$ cat config.mk
export PLATFORM = sky130hd
export DESIGN_NAME = tmr_core
export DESIGN_NICKNAME = d
export VERILOG_FILES = /design/src/core/tmr_pkg.sv /design/src/core/tmr_core.sv
export SDC_FILE = /design/constraint.sdc
export NUM_CORES = 1
export LEC_CHECK = 0
export BUFFER_PORTS_ARGS = -buffer_cell sky130_fd_sc_hd__clkbuf_2
export CAP_MARGIN = 20
export CORE_AREA = 8 8 157 159
export CTS_CLUSTER_DIAMETER = 120
export DETAILED_ROUTE_END_ITERATION = 6
export DIE_AREA = 0 0 165 167
export PLACE_DENSITY = 0.74
export SLEW_MARGIN = 10
export SYNTH_ARGS = -nofsm -noshare
export SYNTH_HDL_FRONTEND = slang
export SYNTH_SLANG_ARGS = --single-unit
$ cat constraint.sdc
create_clock -name clock -period 7.3 [get_ports clock]
set_input_delay 0.73 -clock clock [delete_from_list [all_inputs] [get_ports clock]]
set_output_delay 0.73 -clock clock [all_outputs]
set_load 0.02 [all_outputs]
$ cat src/core/tmr_pkg.sv
`default_nettype none
package tmr_pkg;
  localparam int ADDR_W = 12;
  // ---------------------------------------------------------------
  // register byte offsets
  // ---------------------------------------------------------------
  localparam logic [11:0] OFF_CFG = 12'h000;
  localparam logic [11:0] OFF_MODE = 12'h004;
  localparam logic [11:0] OFF_CTL = 12'h00c;
  localparam logic [11:0] OFF_IMR = 12'h018;
  localparam logic [11:0] OFF_RIS = 12'h01c;
  localparam logic [11:0] OFF_MIS = 12'h020;
  localparam logic [11:0] OFF_ICR = 12'h024;
  localparam logic [11:0] OFF_ILR = 12'h028;
  localparam logic [11:0] OFF_MATCH = 12'h030;
  localparam logic [11:0] OFF_PRE = 12'h038;
  localparam logic [11:0] OFF_TVAL = 12'h048;
  // ---------------------------------------------------------------
  // field positions
  // ---------------------------------------------------------------
  localparam int CTL_EN = 0;
  localparam int CTL_EVT_LO = 2;
  localparam int CTL_RTC_DEBUG_RUN_BIT = 4;
  localparam int CTL_TRIG = 5;
  localparam int CTL_INV = 6;
  localparam int MODE_CMR = 2;
  localparam int MODE_AMS = 3;
  localparam int FLG_TO = 0;
  localparam int FLG_CM = 1;
  localparam int FLG_CE = 2;
  localparam int FLG_RTC = 3;
  localparam int FLG_W = 4;
  // ---------------------------------------------------------------
  // codes and reset values
  // ---------------------------------------------------------------
  localparam logic [2:0] CFG_32 = 3'h0;
  localparam logic [2:0] CFG_RTC = 3'h1;
  localparam logic [1:0] MD_ONESHOT = 2'h1;
  localparam logic [1:0] MD_PERIODIC = 2'h2;
  localparam logic [1:0] MD_CAPTURE = 2'h3;
  localparam logic [1:0] EV_RISE = 2'h0;
  localparam logic [1:0] EV_FALL = 2'h1;
  localparam logic [1:0] EV_BOTH = 2'h3;
  localparam logic [31:0] RST_ILR = 32'hffffffff;
  localparam logic [31:0] RST_MATCH = 32'hffffffff;
  localparam logic [31:0] MASK_16 = 32'h0000ffff;
  localparam logic [31:0] MASK_32 = 32'hffffffff;
  localparam logic [31:0] RTC_FIRST = 32'h00000001;
  localparam logic [31:0] RTC_ROLL = 32'h00000000;
  localparam int RTC_DIV = 32768;

  typedef struct packed {
    logic [ADDR_W-1:0] addr;
    logic [31:0] wdata;
    logic wr;
    logic rd;
  } tmr_bus_req_t;
endpackage
`default_nettype wire

$ cat src/core/tmr_core.sv
// Design decisions made here: the plain strobed port and the placing of the registers.
`default_nettype none
module tmr_core #(
  parameter int RTC_DIVIDE = tmr_pkg::RTC_DIV
) (
  input wire logic clock,
  input wire logic arst_n,
  input wire tmr_pkg::tmr_bus_req_t bus_req,
  output logic [31:0] rdata,
  input wire logic ccp_i,
  output logic ccp_o,
  output logic ccp_oe,
  output logic trig_o
);
  import tmr_pkg::*;

  // ---------------------------------------------------------------
  // state
  // ---------------------------------------------------------------
  logic [2:0] cfg_q;
  logic [3:0] mode_q;
  logic [6:0] ctl_q;
  logic [FLG_W-1:0] imr_q, ris_q;
  logic [31:0] ilr_q, match_q, cnt_q;
  logic [7:0] pre_q, ps_q;
  logic [15:0] cap_q;
  logic [15:0] div_q;
  logic ilr_pend_q, pwm_lvl_q, pwm_q, trig_q;
  logic [31:0] rdata_q;
  logic s1_q, s2_q, s3_q;

  // ---------------------------------------------------------------
  // bus decode
  // ---------------------------------------------------------------
  wire wr_cfg = bus_req.wr && bus_req.addr == OFF_CFG;
  wire wr_mode = bus_req.wr && bus_req.addr == OFF_MODE;
  wire wr_ctl = bus_req.wr && bus_req.addr == OFF_CTL;
  wire wr_imr = bus_req.wr && bus_req.addr == OFF_IMR;
  wire wr_icr = bus_req.wr && bus_req.addr == OFF_ICR;
  wire wr_ilr = bus_req.wr && bus_req.addr == OFF_ILR;
  wire wr_match = bus_req.wr && bus_req.addr == OFF_MATCH;
  wire wr_pre = bus_req.wr && bus_req.addr == OFF_PRE;

  // ---------------------------------------------------------------
  // mode decode
  // ---------------------------------------------------------------
  wire en = ctl_q[CTL_EN];
  wire inv = ctl_q[CTL_INV];
  wire [1:0] evt = ctl_q[CTL_EVT_LO+1:CTL_EVT_LO];
  wire [1:0] md = mode_q[1:0];
  wire cmr = mode_q[MODE_CMR];
  wire ams = mode_q[MODE_AMS];
  wire is_16 = cfg_q[2];
  wire is_32 = cfg_q == CFG_32;
  wire is_rtc = cfg_q == CFG_RTC;
  wire pwm_m = is_16 && ams && !cmr && md == MD_PERIODIC;
  wire etime_m = is_16 && cmr && md == MD_CAPTURE;
  wire ecnt_m = is_16 && !ams && !cmr && md == MD_CAPTURE;
  wire tmr_m = (is_32 || (is_16 && !ams)) && (md == MD_ONESHOT || md == MD_PERIODIC);
  wire oneshot = md == MD_ONESHOT;
  wire down_m = tmr_m || pwm_m || etime_m;
  wire [31:0] msk = is_16 ? MASK_16 : MASK_32;
  wire [31:0] ilr_m = ilr_q & msk;
  wire [31:0] match_m = match_q & msk;
  wire use_pre = is_16 && (tmr_m || pwm_m);

  // ---------------------------------------------------------------
  // pin synchroniser and edge select
  // ---------------------------------------------------------------
  // s1 only feeds s2, so a metastable sample never reaches the decode
  always_ff @(posedge clock or negedge arst_n) begin
    if (!arst_n) begin
      s1_q <= 1'b0;
      s2_q <= 1'b0;
      s3_q <= 1'b0;
    end else begin
      s1_q <= ccp_i;
      s2_q <= s1_q;
      s3_q <= s2_q;
    end
  end

  wire rise = s2_q && !s3_q;
  wire fall = !s2_q && s3_q;
  wire sel_edge = (evt == EV_RISE) ? rise :
                  (evt == EV_FALL) ? fall :
                  (evt == EV_BOTH) ? (rise || fall) : 1'b0;

  // ---------------------------------------------------------------
  // rtc one second divider
  // ---------------------------------------------------------------
  wire div_end = div_q == 16'(RTC_DIVIDE - 1);
  wire sec_tick = is_rtc && en && rise && div_end;

  always_ff @(posedge clock or negedge arst_n) begin
    if (!arst_n) begin
      div_q <= 16'h0000;
    end else if (!(is_rtc && en)) begin
      div_q <= 16'h0000;
    end else if (rise) begin
      div_q <= div_end ? 16'h0000 : div_q + 16'h0001;
    end
  end

  // ---------------------------------------------------------------
  // prescaler and count enable
  // ---------------------------------------------------------------
  wire ps_zero = ps_q == 8'h00;
  wire tick = use_pre ? ps_zero : 1'b1;

  always_ff @(posedge clock or negedge arst_n) begin
    if (!arst_n) begin
      ps_q <= 8'h00;
    end else if (!en || !use_pre || ilr_pend_q) begin
      ps_q <= pre_q;
    end else begin
      ps_q <= ps_zero ? pre_q : ps_q - 8'h01;
    end
  end

  // ---------------------------------------------------------------
  // counter
  // ---------------------------------------------------------------
  wire start = wr_ctl && bus_req.wdata[CTL_EN] && !en;
  wire cnt_zero = cnt_q == 32'h00000000;
  wire [31:0] cnt_dec = cnt_q - 32'h00000001;
  wire timeout = en && tmr_m && tick && cnt_zero && !ilr_pend_q;
  wire ec_hit = en && ecnt_m && sel_edge && (cnt_dec & msk) == match_m;
  wire cap_ev = en && etime_m && sel_edge;
  wire rtc_hit = sec_tick && cnt_q == match_q;
  logic [31:0] cnt_d;

  always_comb begin
    cnt_d = cnt_q;
    if (start) begin
      cnt_d = is_rtc ? RTC_FIRST : ilr_m;
    end else if (en) begin
      if (ilr_pend_q && down_m) begin
        cnt_d = ilr_m;
      end else if (is_rtc) begin
        if (sec_tick) begin
          cnt_d = rtc_hit ? RTC_ROLL : cnt_q + 32'h00000001;
        end
      end else if (ecnt_m) begin
        if (sel_edge) begin
          cnt_d = ec_hit ? ilr_m : (cnt_dec & msk);
        end
      end else if (down_m && tick) begin
        cnt_d = cnt_zero ? ilr_m : cnt_dec;
      end
    end
  end

  always_ff @(posedge clock or negedge arst_n) begin
    if (!arst_n) begin
      cnt_q <= RST_ILR;
    end else begin
      cnt_q <= cnt_d;
    end
  end

  // ---------------------------------------------------------------
  // capture register
  // ---------------------------------------------------------------
  // held between edges, so a late read still sees the last event time
  always_ff @(posedge clock or negedge arst_n) begin
    if (!arst_n) begin
      cap_q <= 16'hffff;
    end else if (cap_ev) begin
      cap_q <= cnt_q[15:0];
    end
  end

  // ---------------------------------------------------------------
  // pwm and trigger outputs
  // ---------------------------------------------------------------
  wire pwm_lvl_d = !pwm_m ? 1'b0 :
                   (cnt_q == ilr_m) ? 1'b1 :
                   (cnt_q == match_m) ? 1'b0 : pwm_lvl_q;

  always_ff @(posedge clock or negedge arst_n) begin
    if (!arst_n) begin
      pwm_lvl_q <= 1'b0;
      pwm_q <= 1'b0;
      trig_q <= 1'b0;
    end else begin
      pwm_lvl_q <= pwm_lvl_d;
      pwm_q <= pwm_m && (pwm_lvl_d ^ inv);
      trig_q <= timeout && ctl_q[CTL_TRIG];
    end
  end

  assign ccp_o = pwm_q;
  assign ccp_oe = pwm_m;
  assign trig_o = trig_q;

  // ---------------------------------------------------------------
  // control registers
  // ---------------------------------------------------------------
  wire hw_stop = (timeout && oneshot) || ec_hit;

  always_ff @(posedge clock or negedge arst_n) begin
    if (!arst_n) begin
      cfg_q <= 3'h0;
      mode_q <= 4'h0;
      ctl_q <= 7'h00;
      imr_q <= 4'h0;
      ilr_q <= RST_ILR;
      match_q <= RST_MATCH;
      pre_q <= 8'h00;
      ilr_pend_q <= 1'b0;
    end else begin
      if (wr_cfg) cfg_q <= bus_req.wdata[2:0];
      if (wr_mode) mode_q <= bus_req.wdata[3:0];
      if (wr_ctl) begin
        ctl_q <= bus_req.wdata[6:0];
      end else if (hw_stop) begin
        ctl_q[CTL_EN] <= 1'b0;
      end
      if (wr_imr) imr_q <= bus_req.wdata[FLG_W-1:0];
      if (wr_ilr) ilr_q <= bus_req.wdata;
      if (wr_match) match_q <= bus_req.wdata;
      if (wr_pre) pre_q <= bus_req.wdata[7:0];
      ilr_pend_q <= wr_ilr && en && !wr_ctl;
    end
  end

  // ---------------------------------------------------------------
  // status flags
  // ---------------------------------------------------------------
  // a set in the same cycle as its clear wins, so no event is lost
  logic [FLG_W-1:0] flg_set;
  always_comb begin
    flg_set = '0;
    flg_set[FLG_TO] = timeout;
    flg_set[FLG_CM] = ec_hit;
    flg_set[FLG_CE] = cap_ev;
    flg_set[FLG_RTC] = rtc_hit;
  end
  wire [FLG_W-1:0] flg_clr = wr_icr ? bus_req.wdata[FLG_W-1:0] : '0;
  wire [FLG_W-1:0] mis = ris_q & imr_q;

  always_ff @(posedge clock or negedge arst_n) begin
    if (!arst_n) begin
      ris_q <= '0;
    end else begin
      ris_q <= (ris_q & ~flg_clr) | flg_set;
    end
  end

  // ---------------------------------------------------------------
  // read port
  // ---------------------------------------------------------------
  wire [31:0] tval = etime_m ? {16'h0000, cap_q} : cnt_q;
  logic [31:0] rd_mux;
  always_comb begin
    case (bus_req.addr)
      OFF_CFG: rd_mux = {29'h0, cfg_q};
      OFF_MODE: rd_mux = {28'h0, mode_q};
      OFF_CTL: rd_mux = {25'h0, ctl_q};
      OFF_IMR: rd_mux = {28'h0, imr_q};
      OFF_RIS: rd_mux = {28'h0, ris_q};
      OFF_MIS: rd_mux = {28'h0, mis};
      OFF_ILR: rd_mux = ilr_m;
      OFF_MATCH: rd_mux = match_m;
      OFF_PRE: rd_mux = {24'h0, pre_q};
      OFF_TVAL: rd_mux = tval;
      default: rd_mux = 32'h00000000;
    endcase
  end

  always_ff @(posedge clock or negedge arst_n) begin
    if (!arst_n) begin
      rdata_q <= 32'h00000000;
    end else begin
      rdata_q <= bus_req.rd ? rd_mux : 32'h00000000;
    end
  end
  assign rdata = rdata_q;

  // ---------------------------------------------------------------
  // assertions
  // ---------------------------------------------------------------
  property p_capture;
    @(posedge clock) disable iff (!arst_n)
      cap_ev |=> cap_q == $past(cnt_q[15:0]) && ris_q[FLG_CE];
  endproperty
  a_capture: assert property (p_capture) else $error("edge capture wrong");

  property p_hold;
    @(posedge clock) disable iff (!arst_n)
      !cap_ev |=> $stable(cap_q);
  endproperty
  a_hold: assert property (p_hold) else $error("capture not held");

  property p_etime_step;
    @(posedge clock) disable iff (!arst_n)
      en && etime_m && !cnt_zero && !ilr_pend_q && !bus_req.wr
        |=> cnt_q == $past(cnt_q) - 32'h00000001;
  endproperty
  a_etime_step: assert property (p_etime_step) else $error("edge time step wrong");

  property p_reload;
    @(posedge clock) disable iff (!arst_n)
      en && down_m && tick && cnt_zero && !ilr_pend_q && !bus_req.wr
        |=> cnt_q == $past(ilr_m);
  endproperty
  a_reload: assert property (p_reload) else $error("reload at zero wrong");

  property p_ilr_apply;
    @(posedge clock) disable iff (!arst_n)
      wr_ilr && en && down_m ##1 !bus_req.wr |=> cnt_q == $past(ilr_m);
  endproperty
  a_ilr_apply: assert property (p_ilr_apply) else $error("load not applied");

  property p_pwm_quiet;
    @(posedge clock) disable iff (!arst_n)
      pwm_m && !bus_req.wr |=> (ris_q & ~$past(ris_q)) == '0;
  endproperty
  a_pwm_quiet: assert property (p_pwm_quiet) else $error("flag set in pwm");

  property p_pwm_on;
    @(posedge clock) disable iff (!arst_n)
      pwm_m && cnt_q == ilr_m |=> pwm_q == !$past(inv);
  endproperty
  a_pwm_on: assert property (p_pwm_on) else $error("pwm not active at load");

  property p_pwm_off;
    @(posedge clock) disable iff (!arst_n)
      pwm_m && cnt_q == match_m && cnt_q != ilr_m |=> pwm_q == $past(inv);
  endproperty
  a_pwm_off: assert property (p_pwm_off) else $error("pwm not off at match");

  property p_clear;
    @(posedge clock) disable iff (!arst_n)
      wr_icr && bus_req.wdata[FLG_TO] && !timeout |=> !ris_q[FLG_TO];
  endproperty
  a_clear: assert property (p_clear) else $error("timeout flag not cleared");

  property p_oneshot;
    @(posedge clock) disable iff (!arst_n)
      timeout && oneshot && !wr_ctl |=> !en;
  endproperty
  a_oneshot: assert property (p_oneshot) else $error("one-shot kept running");

  property p_rtc;
    @(posedge clock) disable iff (!arst_n)
      rtc_hit && !bus_req.wr |=> cnt_q == RTC_ROLL && en && ris_q[FLG_RTC];
  endproperty
  a_rtc: assert property (p_rtc) else $error("rtc match wrong");

  property p_ecnt_stop;
    @(posedge clock) disable iff (!arst_n)
      ec_hit && !wr_ctl |=> !en && cnt_q == $past(ilr_m) ##1 !en;
  endproperty
  a_ecnt_stop: assert property (p_ecnt_stop) else $error("edge count not stopped");

  property p_sync;
    @(posedge clock) disable iff (!arst_n)
      $rose(s2_q) |-> $past(ccp_i, 2);
  endproperty
  a_sync: assert property (p_sync) else $error("pin not synchronised");

  c_capture: cover property (@(posedge clock) disable iff (!arst_n) cap_ev);
  c_pwm: cover property (@(posedge clock) disable iff (!arst_n) pwm_m && $rose(pwm_q));
  c_rtc: cover property (@(posedge clock) disable iff (!arst_n) rtc_hit);
  c_ecnt: cover property (@(posedge clock) disable iff (!arst_n) ec_hit);
endmodule
`default_nettype wire

==> impl_metrics.ini, run 1 <==
[floorplanning]
die_h_um = 167
die_w_um = 165
start_util_pct = 58.1
coreArea_um2 = 22200
rows = 55
fp.dieArea_um2 = 27600
ios = 84

[timing]
slew_headroom_pct = 26.3
rsz0062_at_grt = false
setup_viol = 0
finalCriticalPeriod_ns = 4.11
skew_ns = 0.0112
finalCritPeriodShare_pct = 56.3
fmax_mhz = 243
worstMarginPinSlew_ns = 1.09
setup-tns-final_ns = 0
report.final.slew_viol_count = 0
hold_viol = 0

[setup_path]
required_ns = 7.75
reg2reg_depth = 8
r2r_setup_slack_ns = 3.19
end_kind = flop
path_class = flop to flop
worstPathArrival_ns = 4.56
critical-path-top-delay-family = simple AND/OR/NAND/NOR gates
cp_common_cell = o21ai_0
crit_path_cell_trace = or3_1, nor4_1, nand4_1, nand2_1, o21ai_0, o21ai_0, a2111oi_0, a211o_1
r2r_start = cnt_q[28]$_DFFE_PN1P_
regToRegEndpoint = cnt_q[19]$_DFFE_PN1P_
setup.worst_path.start_class = flop
cp_slowest_stage_delay_ns = 1.02
crit_fanout = 22
slowest_stage = nand4_1
crit_buf_inv = 0

[synthesis]
synth_flop_cell = dfstp_2
synth_cells = 1409
synth.distinct_cells = 74
yosysTopAreaCell = dfstp_2
yosysMostFrequentCell = nand2_1
yosys-top-cells-area = dfstp_2, dfrtp_1, mux2_2, nand2_1, xnor2_1
synth_seq_area_share_pct = 40.8
ys_seq_elements = 205
synth_edf_count = 0
syn_area_per_cell_um2 = 9.16
syn_nets = 1467
ys_async_sr_fraction_pct = 100
syn_area_um2 = 12900
yosysWarnings = 0
yosys.area.top_type_share_pct = 22.8
synthTopCellsByCount = nand2_1, nor2_1, dfstp_2, mux2_2, dfrtp_1

[detailed_routing]
post_drt_wl_per_cell_um = 23.6
antenna_left = 0
drt-pass1-iter-count = 7
num_vias = 11700
drt_iter0_drc = 1341
drc_errors = 18
drt_wl_total_um = 41200
viasPerCell = 6.70

[grt]
grt_first_pass_wirelength_um = 65600
overflow = 0
grtUsageTotal_pct = 29.7
grt_max_degree = 78
grt_pass1_vias = 11500
grt_antenna_before_repair = 0

[clock_network]
clock_latency_ns = 0.53
htree_levels = 1
cts-root-buf = clkbuf_16
cts.sinks = 205
clk_pin_slew_worst_paths_ns = 0.06
post_cts_resize_count = 0
cts_hold_buffers = 0
cts_buffer_depth = 3
post_cts_buffers = 0
cts_tree = built
cts-buffers-inserted = 24

[flow_run]
cap_violations = 0

[power]
power.leakage_nw = 5.76
powerDensity_nw_per_um2 = 169
power_mw = 2.41
vdd_drop_max_mv = 0.184

[placement]
port-buffer-count = 83
dp_hpwl_um = 28900
gp_congestion = 1.09

[final_layout]
fin_nets = 1496
area_delta_synth_final_pct = 10.1
nFillCells = 1900
diodes = 0
layout-drive-gt1-share_pct = 26.1

[outcome]
violations = DRC
outcome = finished, violations left

[hold_path]
hp-class = input port to asynchronous set/reset pin
[area by class of cell]
class,instances,area [um2],area share [%]
clock buffer,41,717,5.04
tap,285,357,2.51
sequential,205,5270,37.1
clock inverter,3,43.8,0.308
inverter,38,143,1.00
timing repair buffer,101,559,3.94
multi-input combinational,1068,7120,50.1
[metrics by stage]
| step | hold WS (ns) | cell area (um2) | util [%] | instances | setup WS (ns) |
|---|---|---|---|---|---|
| floorplan | 0.331 | 12900 | - | 1409 | 3.95 |
| global placement | 0.334 | 13400 | 60.5 | 1696 | 3.06 |
| detailed placement | 0.343 | 13400 | 60.5 | 1696 | 2.94 |
| CTS | 0.232 | 14200 | 63.9 | 1740 | 3.35 |
| global route | 0.251 | 14200 | 63.9 | 1741 | 3.03 |
| finish | 0.206 | 14200 | 63.9 | 1741 | 3.19 |
[per-layer routing]
| layer | GRT usage, % | part of all wire [%] |
|---|---|---|
| met5 | 0 | 0 |
| met4 | 11.4 | 3.6 |
| met3 | 4.59 | 9.0 |
| met2 | 46.0 | 46 |
| met1 | 41.0 | 41 |
[cells in the final DEF, fill, tap and decap left out, types with 14 or more instances in the layout]
cell / netlist / final
xnor2_1: 55 / 55
inv_1: 37 / 37
nand2_1: 140 / 140
nor4_1: 21 / 20
clkbuf_2: 0 / 82
dfrtp_1: 93 / 93
xor2_1: 47 / 47
a211oi_1: 20 / 20
nand4_1: 16 / 16
or3_1: 15 / 15
o22ai_1: 15 / 15
nor2_1: 126 / 126
clkbuf_1: 76 / 14
o21ai_0: 74 / 74
and3_1: 16 / 16
nor2b_1: 19 / 18
buf_4: 0 / 18
a21oi_1: 73 / 73
mux2_2: 108 / 108
nand3_1: 40 / 40
nor3_1: 43 / 42
a31oi_1: 16 / 16
dfstp_2: 112 / 112
a222oi_1: 16 / 16
a221oi_1: 27 / 27
clkbuf_16: 0 / 26
[report_power, final]
part           switching, mW  internal [mW]  leakage [nW]
Clock                  0.481          0.700         0.366
Combinational         0.0490         0.0221          2.97
Sequential           0.00772           1.15          2.43
Total                  0.538           1.87          5.76
[registers in the layout, indices dropped and copies added (netlist names)]
| register | count |
|---|---|
| imr_q | 4 |
| s2_q | 1 |
| ilr_q | 32 |
| trig_o | 1 |
| cnt_q | 32 |
| ctl_q | 7 |
| div_q | 16 |
| cap_q | 16 |
| match_q | 32 |
| cfg_q | 3 |
| ps_q | 8 |
| s3_q | 1 |
| s1_q | 1 |
| ilr_pend_q | 1 |
| pre_q | 8 |
| mode_q | 4 |
| ris_q | 4 |
| ccp_o | 1 |
| rdata | 32 |
| pwm_lvl_q | 1 |
[worst max-delay path by stage]
stage / startpoint / end / slack (ns) / cells past startpoint
finish: cnt_q[28]$_DFFE_PN1P_ / cnt_q[19]$_DFFE_PN1P_ / 3.19 / 8
global route: cnt_q[28]$_DFFE_PN1P_ / cnt_q[19]$_DFFE_PN1P_ / 3.03 / 8
CTS: cnt_q[28]$_DFFE_PN1P_ / cnt_q[19]$_DFFE_PN1P_ / 3.35 / 8
detailed placement: bus_req[43] / rdata[25]$_DFF_PN0_ / 2.94 / 8
global placement: bus_req[43] / rdata[20]$_DFF_PN0_ / 3.06 / 8
floorplan: cnt_q[4]$_DFFE_PN1P_ / cnt_q[9]$_DFFE_PN1P_ / 3.95 / 13
[kinds of logic after synthesis]
| kind of cell | after synthesis | share of synthesized area [%] |
|---|---|---|
| adders and majority gates | 9 | 0.873 |
| xor gates and xnor gates | 103 | 7.05 |
| muxes | 114 | 9.90 |
| AOI/OAI and AO/OA | 349 | 18.6 |
| DFF | 205 | 40.8 |
| and+or+nand+nor | 493 | 18.6 |
| buffers and inverters | 136 | 4.16 |
[worst reg2reg max path, stage by stage, from the launching register on]
cell       delay [ns]
dfstp_2          0.46
or3_1            0.42
nor4_1           0.68
nand4_1          1.02
nand2_1          0.65
o21ai_0          0.19
o21ai_0          0.22
a2111oi_0        0.13
a211o_1          0.28
Power figures use the tool's default switching activity.
==> inputs of run 2 (changes only) <==
- clock period: 7.3 -> 3.8 ns (I/O delays scaled with it)
==> impl_metrics.ini, run 2 (synthesis results as in run 1) <==
[outcome]
outcome = finished, violations left
violations = DRC, hold timing

[power]
p_switching_mw = 1.09
p_int_mw = 3.81
power_frac_seq_pct = 45.3
power_mw = 4.89
power.leakage_nw = 5.99
powerDensity_nw_per_um2 = 335
clockPowerShare_pct = 51.8
vdd_drop_max_mv = 0.427
pwr-share-comb_pct = 2.9
switching_share_pct = 22.2

[floorplanning]
die_w_um = 165
fp.dieArea_um2 = 27600
rows = 55
coreArea_um2 = 22200
ios = 84
die_h_um = 167
start_util_pct = 58.1

[grt]
grt_pass1_vias = 11400
grtUsageTotal_pct = 29.9
grt_max_degree = 123
grt_antenna_before_repair = 0
grt_first_pass_wirelength_um = 65300
overflow = 0

[timing]
rsz0062_at_grt = false
setup_viol = 0
report.final.slew_viol_count = 0
skew_ns = 0.0352
whs_ns = -0.0434
finalCriticalPeriod_ns = 3.56
finalCritPeriodShare_pct = 93.6
fmax_mhz = 281
slew_headroom_pct = 25.1
worstMarginPinSlew_ns = 1.11
hold_viol = 14

[detailed_routing]
drt_iter0_drc = 1077
antenna_left = 0
drt_wl_total_um = 42000
drt-pass1-iter-count = 7
num_vias = 11700
post_drt_wl_per_cell_um = 23.7
drc_errors = 3
viasPerCell = 6.61

[final_layout]
nFillCells = 1880
final_common_cell = nand2_1
fin_nets = 1527
final_cell_mix = nand2_1, nor2_1, dfstp_2, mux2_2, dfrtp_1
fin_cells = 1772
layout-drive-gt1-share_pct = 28.5
final_core_util_pct = 65.8
area_delta_synth_final_pct = 13.3
diodes = 0

[setup_path]
regToRegEndpoint = cnt_q[12]$_DFFE_PN1P_
path_class = flop to flop
setup.worst_path.start_class = flop
r2r_setup_slack_ns = 0.24
r2r_start = cnt_q[6]$_DFFE_PN1P_
crit_fanout = 11
worstPathArrival_ns = 3.98
required_ns = 4.23
end_kind = flop
reg2reg_depth = 9

[clock_network]
cts_buffer_depth = 3
cts-root-buf = clkbuf_16
cts.sinks = 205
cts_tree = built
clock_latency_ns = 0.55
clk_pin_slew_worst_paths_ns = 0.07
cts-buffers-inserted = 24
htree_levels = 1

[placement]
place_inst = 1727
dp_hpwl_um = 30000
gp_congestion = 0.982
port-buffer-count = 83

[flow_run]
cap_violations = 0

[hold_path]
hp-class = input port to asynchronous set/reset pin
run 2: cell count changes in the layout (fill, tap and decap cells not counted), moves of 3 or more:
cell | before | now
clkbuf_1 | 14 | 2
bufinv_16 | 1 | 4
buf_4 | 18 | 45
buf_12 | 0 | 3
clkbuf_8 | 2 | 7
run 2: how the worst max path moves through the flow:
stage | from | endpoint | slack (ns) | cells past startpoint
floorplan | cnt_q[4]$_DFFE_PN1P_ | cnt_q[9]$_DFFE_PN1P_ | 0.45 | 13
global placement | cnt_q[13]$_DFFE_PN1P_ | cnt_q[29]$_DFFE_PN1P_ | -0.03 | 9
detailed placement | cnt_q[13]$_DFFE_PN1P_ | cnt_q[29]$_DFFE_PN1P_ | -0.07 | 9
CTS | cnt_q[13]$_DFFE_PN1P_ | cnt_q[19]$_DFFE_PN1P_ | 0.14 | 10
global route | cnt_q[0]$_DFFE_PN1P_ | cnt_q[11]$_DFFE_PN1P_ | 0.007 | 11
finish | cnt_q[6]$_DFFE_PN1P_ | cnt_q[12]$_DFFE_PN1P_ | 0.24 | 9
run 2: critical path: stages (launching register included):
cell and delay (ns):
dfstp_2 0.44, or4_4 0.61, or3_1 0.48, or4_4 0.49, xnor2_2 0.16, a311oi_2 0.38, and2_4 0.31, a21o_4 0.20
nand2_1 0.07, a221oi_1 0.27
run 2: metrics by stage:
stage / TNS [ns] / worst slack [ns] / cell area, um2 / hold WS [ns]
after global placement: -0.0345 / -0.0251 / 13700 / 0.337
after detailed placement: -0.187 / -0.0746 / 13700 / 0.337
final: 0 / 0.243 / 14600 / -0.0434
after floorplan: 0 / 0.455 / 12900 / 0.0844
after CTS: 0 / 0.139 / 14600 / 0.0276
after global routing: 0 / 0.00657 / 14600 / 0.0405
run 2: cell type report:
type / instances / area [um2] / area share (%)
clock inverters: 12 / 198 / 1.35
repair buffers: 132 / 832 / 5.69
multi-input cells: 1068 / 7140 / 48.8
flip-flops and latches: 205 / 5270 / 36.0
well taps: 285 / 357 / 2.44
clock buffers: 32 / 691 / 4.72
inverters: 38 / 143 / 0.975
run 2: timing repair:
item	in CTS	in global routing
endpoints found under the setup margin	5	4
pin swaps	0	0
hold buffers	1	0
setup buffers	0	0
hold endpoints to repair	1	0
gates resized for setup	1	2
run 2: layer usage:
layer / up-vias / global-route usage [%] / part of all wire (%)
met3: 104 / 4.68 / 8.7
met5: - / 0 / 0
met1: 5728 / 42.1 / 43
met4: 0 / 11.2 / 3.7
li1: 5291 / - / -
met2: 588 / 45.5 / 45
run 2: power by group through the flow:
stage	Sequential (mW)	Combinational (mW)	Clock, mW
floorplan	2.24	0.0474	0
global placement	2.25	0.140	0
detailed placement	2.25	0.143	0
CTS	2.21	0.144	2.57
global route	2.21	0.159	2.66
finish	2.22	0.142	2.54
==> inputs of run 3 (changes only) <==
- MAX_ROUTING_LAYER: not set -> met4
==> impl_metrics.ini, run 3 (synthesis results as in run 1) <==
[timing]
report.final.slew_viol_count = 0
rsz0062_at_grt = false
setup-tns-final_ns = 0
hold_viol = 0
skew_ns = 0.0220
finalCritPeriodShare_pct = 94.4
slew_headroom_pct = 35.9
whs_ns = 0.0792
finalCriticalPeriod_ns = 3.59
worstMarginPinSlew_ns = 0.951
fmax_mhz = 279
setup_viol = 0

[grt]
grt_max_degree = 98
use_met2_pct = 48.0
grt_first_pass_wirelength_um = 67200
grtUsageMet3_pct = 3.99
grt_antenna_before_repair = 0
grt_pass1_vias = 11600
overflow = 0
busiest_layer = met2
grtUsageTotal_pct = 31.7
use_met1_pct = 43.2

[floorplanning]
rows = 55
start_util_pct = 58.1
die_h_um = 167
coreArea_um2 = 22200
die_w_um = 165
ios = 84
fp.dieArea_um2 = 27600

[detailed_routing]
num_vias = 11700
viasPerCell = 6.62
drt-pass1-iter-count = 6
post_drt_wl_per_cell_um = 24.2
drt_wl_total_um = 42900
drt_iter0_drc = 1259
drc_errors = 0
antenna_left = 0

[final_layout]
area_delta_synth_final_pct = 12.4
multiInputGateArea_um2 = 7120
final_common_cell = nand2_1
layout-drive-gt1-share_pct = 27.9
nFillCells = 1835
diodes = 0
final_cell_mix = nand2_1, nor2_1, dfstp_2, mux2_2, dfrtp_1
ff_latch_area_um2 = 5270
fin_nets = 1529

[power]
powerDensity_nw_per_um2 = 321
clockPowerShare_pct = 49.4
vdd_drop_max_mv = 0.355
switching_share_pct = 22.9
power.leakage_nw = 5.94
p_int_mw = 3.59
p_switching_mw = 1.07
power_frac_seq_pct = 47.5
pwr-share-comb_pct = 3.1

[clock_network]
cts.sinks = 205
cts-root-buf = clkbuf_16
post_cts_buffers = 0
clk_pin_slew_worst_paths_ns = 0.06
clock_latency_ns = 0.55
cts_buffer_depth = 3
htree_levels = 1
cts_tree = built
cts-buffers-inserted = 24

[setup_path]
worstPathArrival_ns = 4.02
crit_fanout = 12
end_kind = flop
setup.worst_path.start_class = flop
path_class = flop to flop
required_ns = 4.23

[placement]
dp_hpwl_um = 30600
port-buffer-count = 83
gp_congestion = 1.01

[hold_path]
hp-class = input port to flop

[outcome]
outcome = complete, no violations

[flow_run]
cap_violations = 0
-- run 3: cell count changes in the layout (fill, tap and decap cells not counted), moves of 2 or more --
cell | before | now
clkinvlp_4 | 2 | 0
buf_4 | 45 | 47
buf_12 | 3 | 1
clkbuf_8 | 7 | 4
clkbuf_1 | 2 | 9
bufinv_16 | 4 | 1
-- run 3: critical path, cell delays in order, from the launching register on --
cell and delay [ns]:
dfstp_2 0.44, inv_1 0.10, ha_1 0.31, or4b_2 0.62
nor4_1 0.30, xnor2_1 0.12, a2111oi_1 0.41, o2111a_1 0.35
and2_4 0.26, a21o_4 0.21, nand2_1 0.08, a221oi_1 0.27
-- run 3: layout make-up --
type                            instances  share of cell area, %
Clock buffer                           37                   4.83
Clock inverter                          7                  0.612
Inverter                               38                  0.983
Multi-Input combinational cell       1068                   49.1
Sequential cell                       205                   36.3
Tap cell                              285                   2.46
Timing Repair Buffer                  134                   5.67
-- run 3: worst paths after layout --
path                       slack, ns                 endpoint  depth (start not counted)                 start
max reg2reg                     0.21    cnt_q[12]$_DFFE_PN1P_                         11  cnt_q[0]$_DFFE_PN1P_
max in group asynchronous       2.33  match_q[26]$_DFFE_PN1P_                          3                arst_n
min reg2reg                     0.35           s2_q$_DFF_PN0_                          0        s1_q$_DFF_PN0_
max                             0.21    cnt_q[12]$_DFFE_PN1P_                         11  cnt_q[0]$_DFFE_PN1P_
min                             0.08    ilr_q[21]$_DFFE_PN1P_                          2           bus_req[23]
min in group asynchronous       0.51        ps_q[5]$_DFF_PN0_                          2                arst_n
-- run 3: what timing repair did --
action                     CTS  global route
hold buffers                 2             0
setup endpoints to repair    0             1
resized for setup            0             1
hold endpoints to repair    64             0
-- run 3: power by group through the flow --
stage	clock network, mW	registers (mW)	logic (mW)
floorplan	0	2.24	0.0474
global placement	0	2.25	0.138
detailed placement	0	2.25	0.142
CTS	2.33	2.21	0.144
global route	2.42	2.22	0.160
finish	2.30	2.22	0.143
-- run 3: metal layers --
metal | share of wire [%] | routed length [um]
met1 | 44 | 18800
met2 | 45 | 19500
met3 | 7.6 | 3280
met4 | 3.3 | 1420
met5 | 0 | 0
-- run 3: metrics by stage --
step                      setup slack (ns)  instance area (um2)  instances  power [mW]  utilization, %
after global placement               0.386                13700       1727        2.39            61.6
after floorplan                      0.455                12900       1409        2.29               -
after detailed placement             0.308                13700       1727        2.39            61.6
final                                0.211                14500       1774        4.66            65.3
after CTS                            0.252                14500       1773        4.69            65.2
after global routing                 0.110                14500       1774        4.80            65.3
